--- config.mk ---
export PLATFORM = sky130hd
export DESIGN_NAME = cclr_regs
export DESIGN_NICKNAME = d
export VERILOG_FILES = /design/src/hdl/cclr_pkg.sv /design/src/hdl/cclr_ctrl_bank.sv /design/src/hdl/cclr_regs.sv
export VERILOG_INCLUDE_DIRS = /design/src /design/src/hdl
export SDC_FILE = /design/constraint.sdc
export NUM_CORES = 1
export LEC_CHECK = 0
export ABC_AREA = 1
export CAP_MARGIN = 20
export CORE_MARGIN = 4
export CORE_UTILIZATION = 30
export DETAILED_ROUTE_END_ITERATION = 12
export DONT_BUFFER_PORTS = 1
export PLACE_DENSITY_LB_ADDON = 0.05
export SLEW_MARGIN = 30
export SYNTH_ARGS = -nofsm -noshare
export SYNTH_HDL_FRONTEND = slang
export SYNTH_SLANG_ARGS = --single-unit
--- constraint.sdc ---
create_clock -name mclk_in -period 2.7 [get_ports mclk_in]
set_clock_uncertainty 0.05 [all_clocks]
set_input_delay 0.54 -clock mclk_in [delete_from_list [all_inputs] [get_ports mclk_in]]
set_output_delay 0.54 -clock mclk_in [all_outputs]
set_load 0.05 [all_outputs]
--- src/hdl/cclr_cfg.svh ---
`ifndef CCLR_CFG_SVH
`define CCLR_CFG_SVH
// ==========================================================================
// Register offsets (command low bits)
`define CCLR_OFS_TX_LOW 7'h06
`define CCLR_OFS_TX_HIGH 7'h07
`define CCLR_OFS_PWR_GAIN 7'h08
`define CCLR_OFS_TONE_EN 7'h09
// ==========================================================================
// Command byte layout
`define CCLR_CMD_DIR_BIT 7
// ==========================================================================
// Power/gain field positions
`define CCLR_PD_BIT 7
`define CCLR_CUT_BIT 6
`define CCLR_ADG_BIT 5
`define CCLR_DAG_BIT 4
// ==========================================================================
// Tone enable field positions
`define CCLR_TONE_B_BIT 1
`define CCLR_TONE_A_BIT 0
`define CCLR_TONE_FIX_MASK 8'h0C
// ==========================================================================
// Reset values
`define CCLR_RST_PD 1'b1
`define CCLR_RST_CUT 1'b0
`define CCLR_RST_ADG 1'b0
`define CCLR_RST_DAG 1'b0
`define CCLR_RST_TONE 1'b0
`define CCLR_ZERO_BYTE 8'h00
`endif

--- src/hdl/cclr_pkg.sv ---
package cclr_pkg;
	// Per-channel control settings
	typedef struct packed {
		logic power_down;
		logic rx_cutoff;
		logic adc_boost;
		logic dac_cut;
		logic tone_b_en;
		logic tone_a_en;
	} cclr_ctrl_t;
	// Host port byte strobe with data
	typedef struct packed {
		logic valid;
		logic [7:0] data;
	} cclr_byte_t;
	// Host port transaction phase
	typedef enum logic [1:0] {
		CCLR_IDLE,
		CCLR_WDATA
	} cclr_state_t;
endpackage

--- src/hdl/cclr_ctrl_bank.sv ---
`timescale 1ns/1ps
`default_nettype none
`include "cclr_cfg.svh"
// Control settings for all channels, read data registered
module cclr_ctrl_bank
	import cclr_pkg::*;
#(
	parameter int CHANNELS = 4
)
(
	// Clock and reset
	input wire logic mclk_in,
	input wire logic rst_in,
	// Write side
	input wire logic wr_en_in,
	input wire logic [$clog2(CHANNELS)-1:0] wr_chan_in,
	input wire logic wr_is_tone_in,
	input wire logic [7:0] wr_data_in,
	// Read side
	input wire logic [$clog2(CHANNELS)-1:0] rd_chan_in,
	output cclr_ctrl_t rd_data_out,
	// All settings
	output cclr_ctrl_t [CHANNELS-1:0] all_out
);
	// Parameter check: every select value must name a stored channel
	generate
		if (CHANNELS < 2 || (CHANNELS & (CHANNELS - 1)) != 0)
		begin : g_bad_channels
			$error("CHANNELS must be a power of two, at least 2");
		end
	endgenerate
	cclr_ctrl_t [CHANNELS-1:0] mem_q;
	cclr_ctrl_t rd_q;
	// One control word per channel
	genvar g;
	generate
		for (g = 0; g < CHANNELS; g++)
		begin : g_ch
			always_ff @(posedge mclk_in)
			begin
				if (rst_in)
				begin
					mem_q[g].power_down <= `CCLR_RST_PD;
					mem_q[g].rx_cutoff <= `CCLR_RST_CUT;
					mem_q[g].adc_boost <= `CCLR_RST_ADG;
					mem_q[g].dac_cut <= `CCLR_RST_DAG;
					mem_q[g].tone_b_en <= `CCLR_RST_TONE;
					mem_q[g].tone_a_en <= `CCLR_RST_TONE;
				end
				else if (wr_en_in && wr_chan_in == g)
				begin
					if (wr_is_tone_in)
					begin
						mem_q[g].tone_b_en <= wr_data_in[`CCLR_TONE_B_BIT];
						mem_q[g].tone_a_en <= wr_data_in[`CCLR_TONE_A_BIT];
					end
					else
					begin
						mem_q[g].power_down <= wr_data_in[`CCLR_PD_BIT];
						mem_q[g].rx_cutoff <= wr_data_in[`CCLR_CUT_BIT];
						mem_q[g].adc_boost <= wr_data_in[`CCLR_ADG_BIT];
						mem_q[g].dac_cut <= wr_data_in[`CCLR_DAG_BIT];
					end
				end
			end
		end
	endgenerate
	// Registered read port
	always_ff @(posedge mclk_in)
	begin
		if (rst_in)
			rd_q <= '0;
		else
			rd_q <= mem_q[rd_chan_in];
	end
	assign rd_data_out = rd_q;
	assign all_out = mem_q;
endmodule
`default_nettype wire

--- src/hdl/cclr_regs.sv ---
// Contract
// - Low monitor read gives sample bits 7..0, or whole companded code.
// - Monitor reads never disturb the transmit sample sent to the highway.
// - High monitor read in linear coding gives sample bits 15..8.
// - High monitor read in companded coding returns zero.
// - Power register b7 powers channel down; resets to one.
// - Power register b6 cuts receive path; resets to zero.
// - Power register b5 selects +6 dB A/D gain; resets zero.
// - Power register b4 selects -6 dB D/A gain; resets zero.
// - Tone register b1, b0 enable generators; both reset to zero.
// - Command b7 is direction, low bits address; monitors are read-only.
`timescale 1ns/1ps
`default_nettype none
`include "cclr_cfg.svh"
module cclr_regs
	import cclr_pkg::*;
#(
	parameter int CHANNELS = 4
)
(
	// Clock and reset
	input wire logic mclk_in,
	input wire logic rst_in,
	// Host command port byte stream
	input wire logic cmd_valid_in,
	input wire logic [7:0] cmd_byte_in,
	input wire logic [$clog2(CHANNELS)-1:0] chan_sel_in,
	output logic rd_valid_out,
	output logic [7:0] rd_data_out,
	// Transmit path
	input wire logic companded_in,
	input wire logic tx_valid_in,
	input wire logic [15:0] tx_sample_in,
	input wire logic [$clog2(CHANNELS)-1:0] tx_chan_in,
	output logic tx_valid_out,
	output logic [15:0] tx_sample_out,
	// Per-channel controls
	output logic [CHANNELS-1:0] channel_power_down_out,
	output logic [CHANNELS-1:0] receive_path_cutoff_out,
	output logic [CHANNELS-1:0] adc_gain_boost_out,
	output logic [CHANNELS-1:0] dac_gain_cut_out,
	output logic [CHANNELS-1:0] tone_gen_b_enable_out,
	output logic [CHANNELS-1:0] tone_gen_a_enable_out
);
	localparam int CW = $clog2(CHANNELS);
	// ==========================================================================
	// Parameter check: the channel select must reach every channel exactly
	generate
		if (CHANNELS < 2 || (CHANNELS & (CHANNELS - 1)) != 0)
		begin : g_bad_channels
			$error("CHANNELS must be a power of two, at least 2");
		end
	endgenerate
	// ==========================================================================
	// Command decode
	cclr_state_t state_q;
	logic [6:0] addr_q;
	logic [CW-1:0] chan_q;
	logic [15:0] mon_q [CHANNELS];
	logic rd_pend_q;
	logic [6:0] rd_addr_q;
	logic [7:0] mon_byte_q;
	logic wr_en;
	logic wr_tone;
	logic rd_cmd;
	cclr_ctrl_t bank_rd;
	cclr_ctrl_t [CHANNELS-1:0] bank_all;
	// Write data byte follows a write command
	assign wr_en = cmd_valid_in && state_q == CCLR_WDATA;
	assign wr_tone = addr_q == `CCLR_OFS_TONE_EN;
	// Read command is b7 low; monitors only ever read
	assign rd_cmd = cmd_valid_in && state_q == CCLR_IDLE
		&& !cmd_byte_in[`CCLR_CMD_DIR_BIT];
	// Phase tracking of command then data byte
	always_ff @(posedge mclk_in)
	begin
		if (rst_in)
		begin
			state_q <= CCLR_IDLE;
			addr_q <= 7'h00;
			chan_q <= '0;
		end
		else if (cmd_valid_in)
		begin
			case (state_q)
				CCLR_IDLE:
				begin
					addr_q <= cmd_byte_in[6:0];
					chan_q <= chan_sel_in;
					if (cmd_byte_in[`CCLR_CMD_DIR_BIT]
						&& (cmd_byte_in[6:0] == `CCLR_OFS_PWR_GAIN
						|| cmd_byte_in[6:0] == `CCLR_OFS_TONE_EN))
						state_q <= CCLR_WDATA;
				end
				CCLR_WDATA: state_q <= CCLR_IDLE;
				default: state_q <= CCLR_IDLE;
			endcase
		end
	end
	// ==========================================================================
	// Control storage
	// Read side addresses the channel given with the read command
	cclr_ctrl_bank #(
		.CHANNELS(CHANNELS)
	) u_bank (
		.mclk_in(mclk_in),
		.rst_in(rst_in),
		.wr_en_in(wr_en),
		.wr_chan_in(chan_q),
		.wr_is_tone_in(wr_tone),
		.wr_data_in(cmd_byte_in),
		.rd_chan_in(chan_sel_in),
		.rd_data_out(bank_rd),
		.all_out(bank_all)
	);
	// ==========================================================================
	// Transmit sample capture and pass-through
	// The highway copy never depends on reads, so monitoring cannot disturb it
	always_ff @(posedge mclk_in)
	begin
		if (rst_in)
		begin
			tx_valid_out <= 1'b0;
			tx_sample_out <= 16'h0000;
		end
		else
		begin
			tx_valid_out <= tx_valid_in;
			tx_sample_out <= tx_sample_in;
		end
	end
	// Latest sample per channel, only a copy for monitoring
	always_ff @(posedge mclk_in)
	begin
		if (rst_in)
		begin
			for (int i = 0; i < CHANNELS; i++)
				mon_q[i] <= 16'h0000;
		end
		else if (tx_valid_in)
			mon_q[tx_chan_in] <= tx_sample_in;
	end
	// Compand choice is taken at the command edge, so a later mode change
	// cannot alter an answer already in flight
	// Monitor byte chosen with the read command
	always_ff @(posedge mclk_in)
	begin
		if (rst_in)
		begin
			rd_pend_q <= 1'b0;
			rd_addr_q <= 7'h00;
			mon_byte_q <= `CCLR_ZERO_BYTE;
		end
		else
		begin
			rd_pend_q <= rd_cmd;
			rd_addr_q <= cmd_byte_in[6:0];
			if (cmd_byte_in[6:0] == `CCLR_OFS_TX_LOW)
				mon_byte_q <= mon_q[chan_sel_in][7:0];
			else if (companded_in)
				mon_byte_q <= `CCLR_ZERO_BYTE;
			else
				mon_byte_q <= mon_q[chan_sel_in][15:8];
		end
	end
	// ==========================================================================
	// Read answer byte
	// Unstored bits: power low nibble reads zero, tone b3 and b2 read one
	always_ff @(posedge mclk_in)
	begin
		if (rst_in)
		begin
			rd_valid_out <= 1'b0;
			rd_data_out <= `CCLR_ZERO_BYTE;
		end
		else
		begin
			rd_valid_out <= rd_pend_q;
			case (rd_addr_q)
				`CCLR_OFS_TX_LOW, `CCLR_OFS_TX_HIGH: rd_data_out <= mon_byte_q;
				`CCLR_OFS_PWR_GAIN: rd_data_out <= {bank_rd.power_down, bank_rd.rx_cutoff,
					bank_rd.adc_boost, bank_rd.dac_cut, 4'h0};
				`CCLR_OFS_TONE_EN: rd_data_out <= `CCLR_TONE_FIX_MASK
					| {6'h00, bank_rd.tone_b_en, bank_rd.tone_a_en};
				default: rd_data_out <= `CCLR_ZERO_BYTE;
			endcase
		end
	end
	// ==========================================================================
	// Control outputs, one flop stage from the bank
	genvar g;
	generate
		for (g = 0; g < CHANNELS; g++)
		begin : g_out
			always_ff @(posedge mclk_in)
			begin
				if (rst_in)
				begin
					channel_power_down_out[g] <= `CCLR_RST_PD;
					receive_path_cutoff_out[g] <= `CCLR_RST_CUT;
					adc_gain_boost_out[g] <= `CCLR_RST_ADG;
					dac_gain_cut_out[g] <= `CCLR_RST_DAG;
					tone_gen_b_enable_out[g] <= `CCLR_RST_TONE;
					tone_gen_a_enable_out[g] <= `CCLR_RST_TONE;
				end
				else
				begin
					channel_power_down_out[g] <= bank_all[g].power_down;
					receive_path_cutoff_out[g] <= bank_all[g].rx_cutoff;
					adc_gain_boost_out[g] <= bank_all[g].adc_boost;
					dac_gain_cut_out[g] <= bank_all[g].dac_cut;
					tone_gen_b_enable_out[g] <= bank_all[g].tone_b_en;
					tone_gen_a_enable_out[g] <= bank_all[g].tone_a_en;
				end
			end
		end
	endgenerate
endmodule
`default_nettype wire

==> impl_results.md <==
- Setup WS pre-CTS: 607 ps
- Vias per cell: 4.55
- Multi-input logic area: 0.00209 mm^2
- Setup Fix Bufs, Post-CTS: 0
- Fin. Hold Viols: 0
- Compound-Gate Fraction of Synth Area: 6.52%
- Fin Setup TNS: 0 ps
- First-pass GRT wire length: 27.5 mm
- I/O Buffers: 0
- IO Count: 83
- Clock share of power: 42.3%
- Cts hold-fix bufs: 0
- Largest net degree at the start of global routing: 73
- Slowest-stage cell, CP: nor2_4
- Core area: 0.0219 mm^2
- Leak pwr: 3.04 nW
- Syn nets: 803
- Clock Sink Count: 170
- WHS: 125 ps
- Simple-gate share of the synthesized area: 24.7%
- CTS resizes: 0
- Clk root buf: clkbuf_16
- Routability congestion estimate from global placement: 0.731
- Die width: 157 um
- Die ar.: 0.0247 mm^2
- Yosys warnings: 0
- DPL Wire Length: 11.5 mm
- CTS tree: done
- Share of flip-flops with an asynchronous set or reset: 0%
- Outcome: complete, no violations
- Rel. slew slack: 44.2%
- RSZ-0062 raised after global routing: false
- Crit. End Element: flop
- Commonest cells after routing, fill and taps aside: 188 x nand2_1, 120 x nor2_1, 106 x dfxtp_1
- FMAX: 591 MHz
- Gate power share: 5.4%
- Library cells used by synthesis: 23
- Mux share of post-synthesis cell area: 0%
- Share of cells above drive strength 1: 7.81%
- Residual DRC: 0
- CTS Buf Count: 17
- Worst-Skew Late Latency: 430 ps
- Overall fraction of global-route tracks in use: 14.7%
- Kind of critical path: reg2reg
- CTS H-tree depth: 4
- Cells after Synth: 770
- XOR/XNOR Fraction of Synth Area: 0%
- Pwr Density: 740 mW/mm^2
- CP most frequent cell: nor2_1
- Worst VDD drop: 0.349 mV
- Initial antenna violation count: 0
- Largest family of logic cells by synthesized area: simple AND/OR/NAND/NOR gates
- Synth-to-Final Area Change: 10.8%
- Final antenna-violating net count: 0
- Placement Rows: 54
- #FFs+latches synth: 170
- ANT cells: 0
- # fillers: 2301
- Post-layout min period: 1690 ps
- Post-synth EDFFs: 64
- Worst min path class: in2reg
- Setup WS post-layout: 1010 ps
- Grt total ovfl: 0
- Final period util: 62.6%
- Routed wire length: 17.2 mm
- Post-Place Cells: 1016
- Type of origin of the critical path: flop
- Vias in the first global route: 4773
- Sw Share: 25.0%
- # setup viols final: 0
- Placed cell areas: 0.00684 mm^2
- Worst Path Required: 2960 ps
- Critical-path cell list: nor2_1 -> nand2_1 -> nor2_4 -> inv_2 -> a21oi_1 -> nor2_1
- Max FO, Critical Path: 32
- Max Slew Vio Count: 0
- Share of power burned in registers: 52.3%
- Design area: 0.00740 mm^2
- Pint: 4.11 mW
- Max Cap Viol: 0
- Worst Tran Pin Value: 832 ps
- Wirelength per Cell: 16.4 um
- Finished Layout Cells: 1048
- Slowest stage delay, CP: 380 ps
- Nets: 788
- Sw Pwr: 1.37 mW
- Die span in y: 157 um
- Reg-to-reg slack, setup: 1010 ps
- Post-synthesis sequential area ratio: 60.6%
- Drt pass-1 iters: 4
- Via count: 4764
- Critical path arrival: 1950 ps
- Mapped Area: 0.00668 mm^2
- Storage cell area: 0.00404 mm^2
- Initial Util: 30.5%
- Syn_area_per_cell: 8.67 um^2
- Most common cell after layout, fill and taps aside: nand2_1
- Design Power: 5.48 mW
- Max clock buf depth: 2
- Synth Flop Type: dfxtp_1
- CTS clk-pin slew, worst paths: 70 ps
- Synth Area in Adders: 0%
- Post-layout util: 33.8%
- Initial DRC count: 352
[cells in the mapped netlist, drive strengths merged, types with 2 or more instances]
library cell    n  area [um^2]
nor3           24          151
a21oi          61          305
or2             2         12.5
o21ai          20          100
buf            31          208
dfxtp         106         2120
clkbuf         11         41.3
o31ai           2         15.0
nand2         190          728
nor2          125          497
edfxtp         64         1920
nand3          52          260
inv            80          300
[worst paths after layout]
path,start,to,depth (start not counted)
worst max-delay path,addr_q[1],u_bank.all_out[10],6
worst min-delay path,rst_in,tx_sample_out[15],1
worst max register to register,addr_q[1],u_bank.all_out[10],6
worst min register to register,u_bank.all_out[19],tone_gen_b_enable_out[3],2
[critical path, delay by kind of cell, from the launching register on]
| family | cells | cell delay [ps] |
|---|---|---|
| DFF | 1 | 310 |
| AOI/OAI and AO/OA | 1 | 220 |
| buffers and inverters | 1 | 340 |
| and+or+nand+nor | 4 | 640 |
[layer usage]
metal | global-route usage [%] | part of all wire [%] | vias to the layer above
met5 | 0 | 0 | -
met4 | 3.69 | 1.1 | 0
met3 | 3.90 | 4.8 | 14
met2 | 20.7 | 41 | 119
met1 | 22.2 | 53 | 2222
li1 | - | - | 2409
[cells by family after synthesis]
| group | after synthesis |
|---|---|
| AOI/OAI and AO/OA | 85 |
| DFF | 170 |
| buffers and inverters | 122 |
| and+or+nand+nor | 393 |
[power groups by stage]
stage               registers (mW)  clock network (mW)  logic, mW
floorplan                     2.91                   0      0.246
global placement              2.92                   0      0.298
detailed placement            2.92                   0      0.301
CTS                           2.87                2.39      0.302
global route                  2.87                2.52      0.346
finish                        2.86                2.32      0.295
[sequential cells by signal, summed over array words and instances (netlist names)]
name,flops
mon_q,64
u_bank.all_out,24
tx_sample_out,16
mon_byte_q,8
rd_data_out,8
addr_q,7
rd_addr_q,7
u_bank.rd_data_out,6
adc_gain_boost_out,4
channel_power_down_out,4
dac_gain_cut_out,4
receive_path_cutoff_out,4
tone_gen_a_enable_out,4
tone_gen_b_enable_out,4
chan_q,2
rd_pend_q,1
rd_valid_out,1
state_q,1
tx_valid_out,1
[cell type report]
cell class	count	area share (%)
Inverter	80	4.06
Clock inverter	13	1.39
Multi-Input combinational cell	478	28.2
Tap cell	280	4.73
Sequential cell	170	54.6
Timing Repair Buffer	8	0.811
Clock buffer	19	6.14
(Power assumes the default switching activity.)
